**src/logic/gcr_consts.svh**
```systemverilog
`ifndef GCR_CONSTS_SVH
`define GCR_CONSTS_SVH
`define GCR_OFFSET        8'hd0
`define GCR_RESET         32'h0000_0000
`define GCR_BIT_PAIR_SEL  25
`define GCR_BIT_HIDE      24
`define GCR_BIT_FPU_EN    13
`define GCR_BIT_KBD_LEN   12
`define GCR_WMASK         32'h0300_3000
`define GCR_PORT_FPU_CLR  16'h00f0
`define GCR_PORT_KBD_DATA 16'h0060
`endif

```
**src/logic/gcr_pkg.sv**
```systemverilog
package gcr_pkg;
  typedef enum logic [1:0] {
    GCR_PAIR_PCI,
    GCR_PAIR_PCPCI,
    GCR_PAIR_GPIO
  } gcr_pair_mode_type;
endpackage

```
**src/logic/gcr_irq_if.sv**
```systemverilog
`timescale 1ns/1ps
`default_nettype none
interface gcr_irq_if;
  logic kbd_len;
  logic irq1_sync;
  logic port60_rd;
  logic irq1_out;
  modport ctrl (output kbd_len, output irq1_sync, output port60_rd, input irq1_out);
  modport latch (input kbd_len, input irq1_sync, input port60_rd, output irq1_out);
endinterface
`default_nettype wire

```
**src/logic/gcr_general_control.sv**
```systemverilog
`timescale 1ns/1ps
`default_nettype none
`include "gcr_consts.svh"
// Function
// protocol bit set: fifth req/gnt pair works as pc/pci pair b.
// protocol bit clear: fifth pair is a standard pci request/grant pair.
// gpio use-select set overrides the pair to general-purpose in/out.
// hide bit set: ad22 kept low in config cycles to legacy bridge.
// enabled fpu error low raises irq13, held until port f0h write.
// same condition drives ignore-numeric-error output active.
// enable clear: fpu error creates neither irq13 nor ignore-numeric-error.
// latch enable set: irq1 active edge held until port 60h read.
// latch enable clear: irq1 passes straight through unlatched.
// reserved bits read zero, ignore writes; implemented bits reset cleared.
module gcr_general_control
(
  input  wire logic                      mclk,
  input  wire logic                      rstn,
  input  wire logic                      cfg_wr,
  input  wire logic                      cfg_rd,
  input  wire logic [7:0]                cfg_addr,
  input  wire logic [3:0]                cfg_be,
  input  wire logic [31:0]               cfg_wdata,
  output logic      [31:0]               cfg_rdata,
  input  wire logic                      io_wr,
  input  wire logic                      io_rd,
  input  wire logic [15:0]               io_addr,
  input  wire logic                      pair_gpio_use,
  input  wire logic                      cfg_cycle_to_bridge,
  input  wire logic                      ad22_req,
  output logic                           ad22_drive,
  output gcr_pkg::gcr_pair_mode_type     pair_mode,
  input  wire logic                      fpu_error_in_n,
  input  wire logic                      irq1_in,
  output logic                           irq13,
  output logic                           ignore_numeric_error_n,
  output logic                           irq1_out
);
  // ==========================================================
  // register
  logic [31:0] gc_r;
  logic [31:0] gc_nxt;
  logic [31:0] rdata_r;
  logic [31:0] rdata_nxt;

  function automatic logic gc_hit(input logic [7:0] a);
    return a == `GCR_OFFSET;
  endfunction

  always_comb
  begin
    gc_nxt    = gc_r;
    rdata_nxt = rdata_r;
    if (cfg_wr && gc_hit(cfg_addr))
    begin
      for (int b = 0; b < 4; b++)
        if (cfg_be[b])
          gc_nxt[8*b +: 8] = cfg_wdata[8*b +: 8];
      gc_nxt = gc_nxt & `GCR_WMASK;
    end
    if (cfg_rd)
      rdata_nxt = gc_hit(cfg_addr) ? (gc_r & `GCR_WMASK) : 32'h0000_0000;
  end

  always_ff @(posedge mclk or negedge rstn)
  begin
    if (!rstn)
    begin
      gc_r    <= `GCR_RESET;
      rdata_r <= 32'h0000_0000;
    end
    else
    begin
      gc_r    <= gc_nxt;
      rdata_r <= rdata_nxt;
    end
  end
  assign cfg_rdata = rdata_r;

  // ==========================================================
  // pin synchronisers
  logic fe_s1_r;
  logic fe_s2_r;
  logic i1_s1_r;
  logic i1_s2_r;
  logic gp_s1_r;
  logic gp_s2_r;

  always_ff @(posedge mclk or negedge rstn)
  begin
    if (!rstn)
    begin
      fe_s1_r <= 1'b1;
      fe_s2_r <= 1'b1;
      i1_s1_r <= 1'b0;
      i1_s2_r <= 1'b0;
      gp_s1_r <= 1'b0;
      gp_s2_r <= 1'b0;
    end
    else
    begin
      fe_s1_r <= fpu_error_in_n;
      fe_s2_r <= fe_s1_r;
      i1_s1_r <= irq1_in;
      i1_s2_r <= i1_s1_r;
      gp_s1_r <= pair_gpio_use;
      gp_s2_r <= gp_s1_r;
    end
  end

  // ==========================================================
  // outputs
  logic                       irq13_r;
  logic                       irq13_nxt;
  logic                       ignore_numeric_error_n_n_r;
  logic                       ignore_numeric_error_n_n_nxt;
  logic                       ad22_r;
  logic                       ad22_nxt;
  logic                       irq1_r;
  logic                       irq1_nxt;
  gcr_pkg::gcr_pair_mode_type mode_r;
  gcr_pkg::gcr_pair_mode_type mode_nxt;
  logic                       fpu_en;
  logic                       f0_wr;
  gcr_irq_if                  kirq ();

  assign fpu_en = gc_r[`GCR_BIT_FPU_EN];
  assign f0_wr  = io_wr && io_addr == `GCR_PORT_FPU_CLR;

  assign kirq.kbd_len   = gc_r[`GCR_BIT_KBD_LEN];
  assign kirq.irq1_sync = i1_s2_r;
  assign kirq.port60_rd = io_rd && io_addr == `GCR_PORT_KBD_DATA;

  gcr_kbd_latch u_kbd
  (
    .mclk (mclk),
    .rstn (rstn),
    .irq  (kirq)
  );

  always_comb
  begin
    irq13_nxt = irq13_r;
    if (f0_wr)
      irq13_nxt = 1'b0;
    if (fpu_en && !fe_s2_r)
      irq13_nxt = 1'b1;
    if (!fpu_en)
      irq13_nxt = 1'b0;
    ignore_numeric_error_n_n_nxt = !(fpu_en && !fe_s2_r); // see
    ad22_nxt = ad22_req && !(gc_r[`GCR_BIT_HIDE] && cfg_cycle_to_bridge);
    if (gp_s2_r)
      mode_nxt = gcr_pkg::GCR_PAIR_GPIO;
    else if (gc_r[`GCR_BIT_PAIR_SEL])
      mode_nxt = gcr_pkg::GCR_PAIR_PCPCI;
    else
      mode_nxt = gcr_pkg::GCR_PAIR_PCI;
    irq1_nxt = kirq.irq1_out;
  end

  always_ff @(posedge mclk or negedge rstn)
  begin
    if (!rstn)
    begin
      irq13_r   <= 1'b0;
      ignore_numeric_error_n_n_r <= 1'b1;
      ad22_r    <= 1'b0;
      irq1_r    <= 1'b0;
      mode_r    <= gcr_pkg::GCR_PAIR_PCI;
    end
    else
    begin
      irq13_r   <= irq13_nxt;
      ignore_numeric_error_n_n_r <= ignore_numeric_error_n_n_nxt;
      ad22_r    <= ad22_nxt;
      irq1_r    <= irq1_nxt;
      mode_r    <= mode_nxt;
    end
  end

  assign irq13                  = irq13_r;
  assign ignore_numeric_error_n = ignore_numeric_error_n_n_r;
  assign ad22_drive             = ad22_r;
  assign irq1_out               = irq1_r;
  assign pair_mode              = mode_r;

  // ==========================================================
  // checks
  a_irq13_set: assert property (@(posedge mclk) disable iff (!rstn)
    fpu_en && !fe_s2_r |=> irq13 && !ignore_numeric_error_n) // see
    else $error("fpu error not raised");
  a_irq13_hold: assert property (@(posedge mclk) disable iff (!rstn)
    irq13 && fpu_en && !f0_wr |=> irq13)
    else $error("irq13 dropped without port write");
  a_fpu_off: assert property (@(posedge mclk) disable iff (!rstn)
    !fpu_en |=> !irq13 && ignore_numeric_error_n)
    else $error("fpu error active while disabled");
  a_ad22_hide: assert property (@(posedge mclk) disable iff (!rstn)
    gc_r[`GCR_BIT_HIDE] && cfg_cycle_to_bridge |=> !ad22_drive)
    else $error("ad22 driven to hidden bridge");
  a_pair_mode: assert property (@(posedge mclk) disable iff (!rstn)
    !gp_s2_r |=> pair_mode == ($past(gc_r[`GCR_BIT_PAIR_SEL]) ?
      gcr_pkg::GCR_PAIR_PCPCI : gcr_pkg::GCR_PAIR_PCI)) // see
    else $error("pair mode wrong");
  a_pair_gpio: assert property (@(posedge mclk) disable iff (!rstn)
    gp_s2_r |=> pair_mode == gcr_pkg::GCR_PAIR_GPIO)
    else $error("gpio override ignored");
  a_rsvd_zero: assert property (@(posedge mclk) disable iff (!rstn)
    cfg_rd |=> (cfg_rdata & ~`GCR_WMASK) == 32'h0000_0000)
    else $error("reserved bits nonzero");
  a_kbd_path: assert property (@(posedge mclk) disable iff (!rstn)
    !kirq.kbd_len |=> irq1_out == $past(i1_s2_r))
    else $error("irq1 path wrong");
  a_irq13_clear: assert property (@(posedge mclk) disable iff (!rstn)
    irq13 && f0_wr && fe_s2_r |=> !irq13)
    else $error("irq13 not cleared by port write");
  a_ignore_numeric_error_n_follow: assert property (@(posedge mclk) disable iff (!rstn)
    fe_s2_r |=> ignore_numeric_error_n)
    else $error("ignore-numeric-error active without fpu error");
  a_ad22_pass: assert property (@(posedge mclk) disable iff (!rstn)
    !(gc_r[`GCR_BIT_HIDE] && cfg_cycle_to_bridge) |=> ad22_drive == $past(ad22_req))
    else $error("ad22 request not passed");
  a_rsvd_write: assert property (@(posedge mclk) disable iff (!rstn)
    cfg_wr |=> (gc_r & ~`GCR_WMASK) == 32'h0000_0000)
    else $error("reserved bits written");
  a_rdata_hold: assert property (@(posedge mclk) disable iff (!rstn)
    !cfg_rd |=> $stable(cfg_rdata))
    else $error("read data changed without read");
endmodule
`default_nettype wire

```
**src/logic/gcr_kbd_latch.sv**
```systemverilog
`timescale 1ns/1ps
`default_nettype none
module gcr_kbd_latch
(
  input  wire logic mclk,
  input  wire logic rstn,
  gcr_irq_if.latch  irq
);
  logic prev_r;
  logic prev_nxt;
  logic held_r;
  logic held_nxt;

  always_comb
  begin
    prev_nxt = irq.irq1_sync;
    held_nxt = held_r;
    if (irq.port60_rd)
      held_nxt = 1'b0;
    if (irq.irq1_sync && !prev_r)
      held_nxt = 1'b1;
    if (!irq.kbd_len)
      held_nxt = 1'b0;
  end

  always_ff @(posedge mclk or negedge rstn)
  begin
    if (!rstn)
    begin
      prev_r <= 1'b0;
      held_r <= 1'b0;
    end
    else
    begin
      prev_r <= prev_nxt;
      held_r <= held_nxt;
    end
  end

  // latch or bypass
  assign irq.irq1_out = irq.kbd_len ? held_r : irq.irq1_sync; // see

  a_kbd_hold: assert property (@(posedge mclk) disable iff (!rstn)
    irq.kbd_len && held_r && !irq.port60_rd |=> held_r)
    else $error("latched keyboard request lost");
  a_kbd_edge: assert property (@(posedge mclk) disable iff (!rstn)
    irq.kbd_len && irq.irq1_sync && !prev_r |=> held_r)
    else $error("keyboard edge not latched");
  a_kbd_bypass: assert property (@(posedge mclk) disable iff (!rstn)
    !irq.kbd_len |=> !held_r)
    else $error("keyboard latch holds while bypassed");
endmodule
`default_nettype wire

```
**config.mk**
```make
export PLATFORM = sky130hd
export DESIGN_NAME = gcr_general_control
export DESIGN_NICKNAME = d
export VERILOG_FILES = /design/src/logic/gcr_pkg.sv /design/src/logic/gcr_irq_if.sv /design/src/logic/gcr_general_control.sv /design/src/logic/gcr_kbd_latch.sv
export VERILOG_INCLUDE_DIRS = /design/src /design/src/logic
export SDC_FILE = /design/constraint.sdc
export NUM_CORES = 1
export LEC_CHECK = 0
export BUFFER_PORTS_ARGS = -buffer_cell sky130_fd_sc_hd__buf_2
export CORE_AREA = 2 2 51 76
export CTS_CLUSTER_SIZE = 14
export DETAILED_ROUTE_END_ITERATION = 8
export DIE_AREA = 0 0 53 78
export MAX_ROUTING_LAYER = met4
export PLACE_DENSITY = 0.79
export SKIP_CTS_REPAIR_TIMING = 1
export SLEW_MARGIN = 40
export SYNTH_ARGS = -nofsm -noshare
export SYNTH_HDL_FRONTEND = slang
export SYNTH_SLANG_ARGS = --single-unit
```
**constraint.sdc**
```tcl
create_clock -name mclk -period 0.9 [get_ports mclk]
set_input_delay 0.135 -clock mclk [delete_from_list [all_inputs] [get_ports mclk]]
set_output_delay 0.135 -clock mclk [all_outputs]
set_load 0.02 [all_outputs]
```
==> results of run 1 <==
[through the flow]
step           hold slack [ns]  setup slack, ns  util [%]
6_report                0.0676           -0.121      41.9
4_1_cts                 -0.157           -0.164      38.4
5_1_grt                 0.0656           -0.146      41.9
3_3_place_gp             0.117           -0.223      36.8
2_1_floorplan           -0.161          -0.0692         -
3_5_place_dp             0.122           -0.279      36.8
[logic make-up after synthesis]
group	after synthesis	synth area share, %
flip-flops	22	53.6
multiplexers	5	5.45
other	1	0.363
AO/OA/AOI/OAI	8	5.81
buffers and inverters	34	22.5
AND/OR/NAND/NOR	20	12.2
[power groups by stage]
stage | registers (W) | logic, W | clock network, W
floorplan | 0.00106 | 0.000229 | 0
global placement | 0.00105 | 0.000274 | 0
detailed placement | 0.00105 | 0.000281 | 0
CTS | 0.00104 | 0.000281 | 0.000698
global route | 0.00104 | 0.000335 | 0.000740
finish | 0.00104 | 0.000306 | 0.000669
[cell type report]
type | count | share of cell area (%)
timing repair buffer | 57 | 26.2
inverter | 5 | 1.31
sequential | 22 | 38.8
tap | 42 | 3.67
clock buffer | 4 | 3.85
multi-input combinational | 61 | 26.2
[Yosys cell counts, types with 2 or more instances]
cell	n
mux2_2	5
nand4_1	4
nor2b_1	2
o22ai_1	4
nand2_1	7
dfrtp_1	19
nor4b_1	2
buf_4	28
inv_1	5
dfstp_2	3
nor2_1	2
[how the worst max path moves through the flow]
| stage | slack [ns] | cells past startpoint | end |
|---|---|---|---|
| floorplan | -0.07 | 3 | gc_r[12]$_DFFE_PN0P_ |
| global placement | -0.22 | 4 | gc_r[13]$_DFFE_PN0P_ |
| detailed placement | -0.28 | 4 | gc_r[25]$_DFFE_PN0P_ |
| CTS | -0.16 | 1 | ignore_numeric_error_n |
| global route | -0.15 | 1 | ignore_numeric_error_n |
| finish | -0.12 | 1 | ignore_numeric_error_n |
[layer usage]
layer | global-route usage [%] | share of wire [%] | wire length [µm]
met1 | 9.47 | 31 | 598
met2 | 19.0 | 57 | 1100
met4 | 3.08 | 0.42 | 8
met5 | - | 0 | 0
met3 | 2.12 | 11 | 216
==> metrics.md, run 1 <==
| Metric | Value |
|---|---|
| Status | `finished, violations left` |
| Failing checks | `setup timing` |
| Clk pwr share | `33.2%` |
| Synth Instances | `90` |
| Layout cells sized above 1 | `48.3%` |
| Crit Reg-Reg Endpoint | `irq13$_DFFE_PN0P_` |
| Slowest cell delay on critical path | `0.53 ns` |
| Post-synth EDFFs | `0` |
| Die X-Extent | `53 µm` |
| Startpoint type of the worst setup path | `register` |
| Async set-reset flop share out of synthesis | `100%` |
| IO Port Bufs | `50` |
| Worst-path clk slew | `around 0.070 ns` |
| Unrepaired setup endpoints after global routing | `true` |
| CP Launch Point | `ignore_numeric_error_n$_DFF_PN1_` |
| DRT iter0 DRCs | `7` |
| Most frequent cells in the layout | `40 x buf_2, 28 x conb_1, 19 x dfrtp_1` |
| Commonest non-fill, non-tap cell in the layout | `buf_2` |
| Initial antenna violation count | `0` |
| Sequential fraction of the synthesis area | `53.6%` |
| Placed Instance Area | `1260 µm²` |
| Register share of total power | `51.6%` |
| #FFs+latches synth | `22` |
| Hold Path Sink | `ad22_drive$_DFF_PN0_` |
| Total Die Area | `4130 µm²` |
| Worst-path cell chain | `buf_6` |
| Std-Cell Rows | `26` |
| Design area | `1430 µm²` |
| Placed instance count | `182` |
| Hold path start | `cfg_cycle_to_bridge` |
| Worst-path fanout max | `1` |
| Final slew viol count | `0` |
| Max VDD drop | `0.803 mV` |
| Reg area | `roughly 550 µm²` |
| Starting Density | `30.3%` |
| Crit path time final | `1.02 ns` |
| Die Ht | `78 µm` |
| Fmax achieved | `roughly 980 MHz` |
| Largest net degree at the start of global routing | `23` |
| Setup TNS | `-0.231 ns` |
| Crit end category | `output pin` |
| Fin. Hold Viols | `0` |
| Core area | `about 3400 µm²` |
| NetSw | `0.000485 W` |
| GRT Overall Usage | `approximately a tenth` |
| GPL Wtd Cong | `0.696` |
| Min-delay worst type | `in2reg` |
| Crit Path Class | `reg2out` |
| Worst EP arrival | `about 0.89 ns` |
| Sw frac | `24.1%` |
| Final worst setup slack | `-0.121 ns` |
| Synth unique cells | `20` |
| Total wire length | `1920 µm` |
| Clock sink count | `22` |
| RR Startpoint | `fe_s2_r$_DFF_PN1_` |
| Routed WL per cell | `10.0 µm` |
| Drc violations | `0` |
| Finished Layout Cells | `191` |
| Overall Power | `0.00201 W` |
| Drt first pass iters | `4` |
| Clock Tree Buf Depth | `2` |
| MaxCap Viol Count | `0` |
| Clk_lat worst skew | `~0.25 ns` |
| Slowest cell on the critical path | `dfstp_2` |
| Footprint of the multi-input gates | `around 370 µm²` |
| Clk root buf | `clkbuf_8` |
| Io pins | `109` |
| Area Overhead vs Synth | `38.4%` |
| Final Skew | `0.00377 ns` |
| Power per Cell Area | `approximately 1400 nW/µm²` |
| Worst EP required | `0.76 ns` |
| WP buf/inv | `1` |
| Dominant synthesized flop cell | `dfrtp_1` |
| Yosys warning count | `0` |
| CTS tree | `yes` |
| Final setup violation count | `7` |
| Nets | `221` |
| Internal | `0.00153 W` |
| N_diodes | `0` |
| TritonCTS Buffers | `3` |
| Mean area per synthesized cell | `11.5 µm²` |
| Vias/cell | `slightly above 4` |
| Vias in the first global route | `770` |
| Internal reg-to-reg setup slack | `-0.06 ns` |
| DRT antenna net count | `0` |
| Post-synth top area share | `a little under half` |
| Fillers | `345` |
| Cell depth of the worst flop-to-flop path | `2` |
| Combinational power share | `15.2%` |
| Leakage | `0.724 nW` |
| Post-synth top area cell | `dfrtp_1` |
| Area contributors post-synth | `dfrtp_1 46%, buf_4 20%, dfstp_2 7.6%, mux2_2 5.4%, nand2_1 2.5%` |
| Via Count | `slightly below 800` |
| Total gr overflow | `0` |
| Min-Delay Path Depth | `2` |
| CTS H-tree depth | `1` |
| Post-Syn Area | `1030 µm²` |
| Crit path max-delay family | `flip-flops` |
| Tcrit/Tclk final | `113%` |
| First-pass GRT wire length | `3060 µm` |
Note: power is estimated with default switching activity, not from simulation.
==> run 2: changes to the inputs <==
--- a/config.mk
+++ b/config.mk
@@ -13,6 +13,7 @@
 export DIE_AREA = 0 0 53 78
 export MAX_ROUTING_LAYER = met4
 export PLACE_DENSITY = 0.79
+export RECOVER_POWER = 100
 export SKIP_CTS_REPAIR_TIMING = 1
 export SLEW_MARGIN = 40
 export SYNTH_ARGS = -nofsm -noshare
==> metrics.md, run 2 (synthesis results as in run 1) <==
| Metric | Value |
|---|---|
| Std-Cell Rows | `26 (unchanged)` |
| Max VDD drop | `0.800 mV (was 0.803 mV)` |
| Io pins | `109 (unchanged)` |
| GRT Overall Usage | `9.99% (unchanged)` |
| Status | `finished, violations left (unchanged)` |
| Vias in the first global route | `770 (unchanged)` |
| Worst EP arrival | `0.89 ns (about the same)` |
| First-pass GRT wire length | `3060 µm (unchanged)` |
| Die Ht | `78 µm (unchanged)` |
| Design area | `1420 µm² (was 1430 µm²)` |
| Failing checks | `setup timing (unchanged)` |
| Internal | `0.00153 W (about the same)` |
| Slowest cell delay on critical path | `0.53 ns (about the same)` |
| Commonest non-fill, non-tap cell in the layout | `buf_2 (unchanged)` |
| Tcrit/Tclk final | `113% (about the same)` |
| DRT antenna net count | `0 (unchanged)` |
| Final Skew | `0.00352 ns (was 0.00377 ns)` |
| Clock Tree Buf Depth | `2 (unchanged)` |
| Via Count | `774 (was 773)` |
| TritonCTS Buffers | `3 (unchanged)` |
| DRT iter0 DRCs | `7 (unchanged)` |
| Area Overhead vs Synth | `37.5% (was 38.4%)` |
| Most frequent cells in the layout | `39 x buf_2, 28 x conb_1, 19 x dfrtp_1 (was 40 x buf_2, 28 x conb_1, 19 x dfrtp_1)` |
| Worst-path fanout max | `1 (unchanged)` |
| Final worst setup slack | `-0.120 ns (was -0.121 ns)` |
| WP buf/inv | `1 (unchanged)` |
| Die X-Extent | `53 µm (unchanged)` |
| Total wire length | `1920 µm (about the same)` |
| Starting Density | `30.3% (unchanged)` |
| Slew HR | `roughly two thirds` |
| GPL Wtd Cong | `0.696 (unchanged)` |
| Register share of total power | `51.8% (was 51.6%)` |
| Worst-Margin Slew | `0.525 ns` |
| MaxCap Viol Count | `0 (unchanged)` |
| Startpoint type of the worst setup path | `register (unchanged)` |
| Placed Instance Area | `1260 µm² (unchanged)` |
| Leakage | `0.723 nW (was 0.724 nW)` |
| Nets | `221 (unchanged)` |
| Worst slack, placed | `-0.279 ns (unchanged)` |
| Drt first pass iters | `4 (unchanged)` |
| Fmax achieved | `980 MHz (about the same)` |
| IO Port Bufs | `50 (unchanged)` |
| Fin. Hold Viols | `0 (unchanged)` |
| Clk pwr share | `33.3% (was 33.2%)` |
| Clock sink count | `22 (unchanged)` |
| N_diodes | `0 (unchanged)` |
| Final slew viol count | `0 (unchanged)` |
| Vias/cell | `4.05 (about the same)` |
| Crit path time final | `1.02 ns (about the same)` |
| CTS tree | `yes (unchanged)` |
| Total Die Area | `4130 µm² (unchanged)` |
| NetSw | `0.000480 W (was 0.000485 W)` |
| Worst EP required | `0.76 ns (about the same)` |
| CTS H-tree depth | `1 (unchanged)` |
| Clk_lat worst skew | `0.25 ns (about the same)` |
| Core area | `3420 µm² (unchanged)` |
| Worst-path clk slew | `0.07 ns (about the same)` |
| Unrepaired setup endpoints after global routing | `true (unchanged)` |
| Clk root buf | `clkbuf_8 (unchanged)` |
| Initial antenna violation count | `0 (unchanged)` |
| Final setup violation count | `11 (was 7)` |
| Crit end category | `output pin (unchanged)` |
| Crit Path Class | `reg2out (unchanged)` |
| Layout cells sized above 1 | `48.3% (unchanged)` |
| Largest net degree at the start of global routing | `23 (unchanged)` |
| Drc violations | `0 (unchanged)` |
| Crit path max-delay family | `flip-flops (unchanged)` |
| Slowest cell on the critical path | `dfstp_2 (unchanged)` |
| Min-delay worst type | `in2reg (unchanged)` |
| Sw frac | `23.9% (was 24.1%)` |
| Combinational power share | `15.0% (was 15.2%)` |
| Worst-path cell chain | `buf_6 (unchanged)` |
| Total gr overflow | `0 (unchanged)` |
| Power per Cell Area | `1410 nW/µm² (about the same)` |
| Routed WL per cell | `10.0 µm (about the same)` |
run 2: cell types whose count changed in the layout (fill, tap and decap cells not counted):
cell / before / now
buf_4: 3 / 2
nor4_2: 1 / 2
buf_2: 40 / 39
clkbuf_2: 0 / 1
clkbuf_4: 0 / 1
nor4_4: 1 / 0
run 2: area by class of cell:
| type | instances | area [µm²] |
|---|---|---|
| fillers | 348 | 1990 |
| flip-flops and latches | 22 | 554 |
| repair buffers | 57 | 375 |
| multi-input cells | 61 | 365 |
| clock buffers | 4 | 55.1 |
| well taps | 42 | 52.6 |
| inverters | 5 | 18.8 |
run 2: power by group through the flow:
stage                     clock network [W]  registers [W]  logic [W]
after CTS                          0.000698        0.00104   0.000281
after global routing               0.000740        0.00104   0.000330
after detailed placement                  0        0.00105   0.000281
after floorplan                           0        0.00106   0.000229
final                              0.000668        0.00104   0.000301
after global placement                    0        0.00105   0.000274
run 2: stage by stage:
step | TNS, ns | utilization, % | total power (W) | std cells | hold slack [ns]
detailed placement | -1.74 | 36.8 | 0.00134 | 182 | 0.122
global route | -0.894 | 41.6 | 0.00211 | 191 | 0.0656
global placement | -1.33 | 36.8 | 0.00133 | 182 | 0.117
finish | -0.365 | 41.6 | 0.00201 | 191 | 0.0677
CTS | -0.423 | 38.4 | 0.00201 | 186 | -0.157
floorplan | -0.292 | - | 0.00129 | 117 | -0.161
run 2: path summary, 6_finish.rpt:
| kind | start | end | slack (ns) | cells past startpoint |
|---|---|---|---|---|
| setup / recovery | ignore_numeric_error_n$_DFF_PN1_ | ignore_numeric_error_n | -0.12 | 1 |
| hold / removal | cfg_cycle_to_bridge | ad22_drive$_DFF_PN0_ | 0.07 | 2 |
| setup reg to reg | fe_s2_r$_DFF_PN1_ | irq13$_DFFE_PN0P_ | -0.06 | 2 |
| hold reg to reg | i1_s1_r$_DFF_PN0_ | i1_s2_r$_DFF_PN0_ | 0.35 | 0 |
| max in group asynchronous | rstn | ignore_numeric_error_n$_DFF_PN1_ | 0.15 | 2 |
| min in group asynchronous | rstn | i1_s1_r$_DFF_PN0_ | 0.38 | 2 |
run 2: per-layer routing:
metal | wire, µm | vias to the layer above | global-route usage (%) | part of all wire [%]
li1 | - | 368 | - | -
met1 | 594 | 354 | 9.47 | 31
met2 | 1100 | 50 | 19.0 | 57
met3 | 216 | 2 | 2.12 | 11
met4 | 8 | 0 | 3.08 | 0.42
met5 | 0 | - | - | 0
==> run 3: changes to the inputs <==
--- a/config.mk
+++ b/config.mk
@@ -7,12 +7,12 @@
 export NUM_CORES = 1
 export LEC_CHECK = 0
 export BUFFER_PORTS_ARGS = -buffer_cell sky130_fd_sc_hd__buf_2
-export CORE_AREA = 2 2 51 76
+export CORE_AREA = 2 2 49 73
 export CTS_CLUSTER_SIZE = 14
 export DETAILED_ROUTE_END_ITERATION = 8
-export DIE_AREA = 0 0 53 78
+export DIE_AREA = 0 0 51 75
 export MAX_ROUTING_LAYER = met4
-export PLACE_DENSITY = 0.79
+export PLACE_DENSITY = 0.81
 export RECOVER_POWER = 100
 export SKIP_CTS_REPAIR_TIMING = 1
 export SLEW_MARGIN = 40
==> constraint.sdc (replaced) <==
create_clock -name mclk -period 1 [get_ports mclk]
set_input_delay 0.15 -clock mclk [delete_from_list [all_inputs] [get_ports mclk]]
set_output_delay 0.15 -clock mclk [all_outputs]
set_load 0.02 [all_outputs]
==> metrics.md, run 3 (synthesis results as in run 1) <==
| Metric | Value |
|---|---|
| Clock Tree Buf Depth | `2 (unchanged)` |
| Std-Cell Rows | `25 (was 26)` |
| Vias in the first global route | `672 (was 770)` |
| Fin. Hold Viols | `0 (unchanged)` |
| Clk root buf | `clkbuf_8 (unchanged)` |
| Slowest cell delay on critical path | `0.53 ns (about the same)` |
| Routed WL per cell | `9.56 µm (was 10.0 µm)` |
| Io pins | `109 (unchanged)` |
| Routed length on met2 | `894 µm (was 1100 µm)` |
| Combinational power share | `12.4% (was 15.0%)` |
| First-pass GRT wire length | `2880 µm (was 3060 µm)` |
| Internal reg-to-reg setup slack | `0.05 ns (was -0.06 ns)` |
| Unrepaired setup endpoints after global routing | `true (unchanged)` |
| Startpoint type of the worst setup path | `register (unchanged)` |
| Die Ht | `75 µm (was 78 µm)` |
| Layout cells sized above 1 | `43.8% (was 48.3%)` |
| Failing checks | `setup timing (unchanged)` |
| Footprint of the multi-input gates | `339 µm² (was 365 µm²)` |
| Crit path max-delay family | `flip-flops (unchanged)` |
| Met1 WL | `675 µm (was 594 µm)` |
| Clk_lat worst skew | `0.25 ns (about the same)` |
| Register share of total power | `47.1% (was 51.8%)` |
| Min-delay worst type | `in2reg (unchanged)` |
| Drt first pass iters | `3 (was 4)` |
| N_diodes | `0 (unchanged)` |
| Met3 wire len | `189 µm (was 216 µm)` |
| Slew HR | `64.8% (was 65.0%)` |
| Final setup violation count | `1 (was 11)` |
| Most frequent cells in the layout | `40 x buf_2, 28 x conb_1, 19 x dfrtp_1 (was 39 x buf_2, 28 x conb_1, 19 x dfrtp_1)` |
| DRT iter0 DRCs | `4 (was 7)` |
| Post-DP HPWL | `between 1000 and 1500 µm` |
| Clock sink count | `22 (unchanged)` |
| Worst-path clk slew | `0.08 ns (was 0.07 ns)` |
| MaxCap Viol Count | `0 (unchanged)` |
| GPL Wtd Cong | `0.680 (was 0.696)` |
| Status | `finished, violations left (unchanged)` |
| Crit end category | `output pin (unchanged)` |
| Worst EP required | `0.85 ns (was 0.76 ns)` |
| Layout Utilization | `42.3% (was 41.6%)` |
| DRT antenna net count | `0 (unchanged)` |
| Nets | `218 (was 221)` |
| Internal | `0.00154 W (was 0.00153 W)` |
| Crit path time final | `between 1 and 1.5 ns` |
| Max VDD drop | `0.940 mV (was 0.800 mV)` |
| Crit Path Class | `reg2out (unchanged)` |
| Total wire length | `1780 µm (was 1920 µm)` |
| WP buf/inv | `1 (unchanged)` |
| Final worst setup slack | `-0.0445 ns (was -0.120 ns)` |
| CTS H-tree depth | `1 (unchanged)` |
| Tcrit/Tclk final | `104%` |
| Final Skew | `0.000714 ns (was 0.00352 ns)` |
| TritonCTS Buffers | `3 (unchanged)` |
| Worst-Margin Slew | `0.528 ns (was 0.525 ns)` |
| Vias/cell | `3.93 (was 4.05)` |
| Worst-path cell chain | `buf_6 (unchanged)` |
| Slowest cell on the critical path | `dfstp_2 (unchanged)` |
| Via Count | `731 (was 774)` |
| Area Overhead vs Synth | `29.3% (was 37.5%)` |
| Die X-Extent | `51 µm (was 53 µm)` |
| Fmax achieved | `957 MHz` |
| Core area | `3160 µm² (was 3420 µm²)` |
| Top Layer Used | `met4 (unchanged)` |
| Final slew viol count | `0 (unchanged)` |
| Worst slack, placed | `-0.188 ns (was -0.279 ns)` |
| Clk pwr share | `40.5% (was 33.3%)` |
| Leakage | `0.695 nW (was 0.723 nW)` |
| GRT Overall Usage | `10.5% (was 9.99%)` |
| Reg area | `554 µm² (unchanged)` |
| Total gr overflow | `0 (unchanged)` |
| Drc violations | `0 (unchanged)` |
| Worst-path fanout max | `1 (unchanged)` |
| IO Port Bufs | `50 (unchanged)` |
| Commonest non-fill, non-tap cell in the layout | `buf_2 (unchanged)` |
| Sw frac | `22.2% (was 23.9%)` |
| Fillers | `331 (was 348)` |
| CTS tree | `yes (unchanged)` |
| Starting Density | `32.7% (was 30.3%)` |
| Power per Cell Area | `1480 nW/µm² (was 1410 nW/µm²)` |
| Initial antenna violation count | `0 (unchanged)` |
| Worst EP arrival | `0.89 ns (about the same)` |
| Total Die Area | `3830 µm² (was 4130 µm²)` |
| NetSw | `0.000439 W (was 0.000480 W)` |
| Largest net degree at the start of global routing | `23 (unchanged)` |
## run 3: layer usage
metal | vias up | GRT usage [%]
met5 | - | -
met4 | 0 | 6.31
met3 | 2 | 1.98
met2 | 47 | 16.5
met1 | 324 | 12.6
li1 | 358 | -
## run 3: cell type report
cell class	instances	share of cell area, %
repair buffers	54	22.7
multi-input cells	61	25.4
clock inverters	1	2.25
well taps	40	3.75
inverters	5	1.40
clock buffers	3	3.09
flip-flops and latches	22	41.5
## run 3: power by group through the flow
stage / Sequential [W] / Combinational (W) / Clock (W)
final: 0.000932 / 0.000245 / 0.000802
after global routing: 0.000936 / 0.000270 / 0.000874
after CTS: 0.000932 / 0.000237 / 0.000829
after detailed placement: 0.000950 / 0.000236 / 0
after global placement: 0.000947 / 0.000233 / 0
after floorplan: 0.000956 / 0.000204 / 0
## run 3: final timing paths
path                                                  startpoint                      to  depth (start not counted)
worst max-delay path            ignore_numeric_error_n$_DFF_PN1_  ignore_numeric_error_n                          1
worst min-delay path                         cfg_cycle_to_bridge    ad22_drive$_DFF_PN0_                          2
worst max register to register                 fe_s2_r$_DFF_PN1_       irq13$_DFFE_PN0P_                          2
worst min register to register                 gp_s1_r$_DFF_PN0_       gp_s2_r$_DFF_PN0_                          0
max in group asynchronous                                   rstn       fe_s1_r$_DFF_PN1_                          2
min in group asynchronous                                   rstn       gp_s2_r$_DFF_PN0_                          2
## run 3: through the flow
step	instances	total power [W]	hold slack [ns]	TNS, ns	instance area, µm²
2_1_floorplan	117	0.00116	-0.146	0	1130
3_3_place_gp	178	0.00118	0.130	-0.965	1220
3_5_place_dp	178	0.00119	0.137	-0.964	1220
4_1_cts	182	0.00200	-0.150	-0.0931	1290
5_1_grt	186	0.00208	0.0856	-0.189	1340
6_report	186	0.00198	0.0694	-0.0445	1340
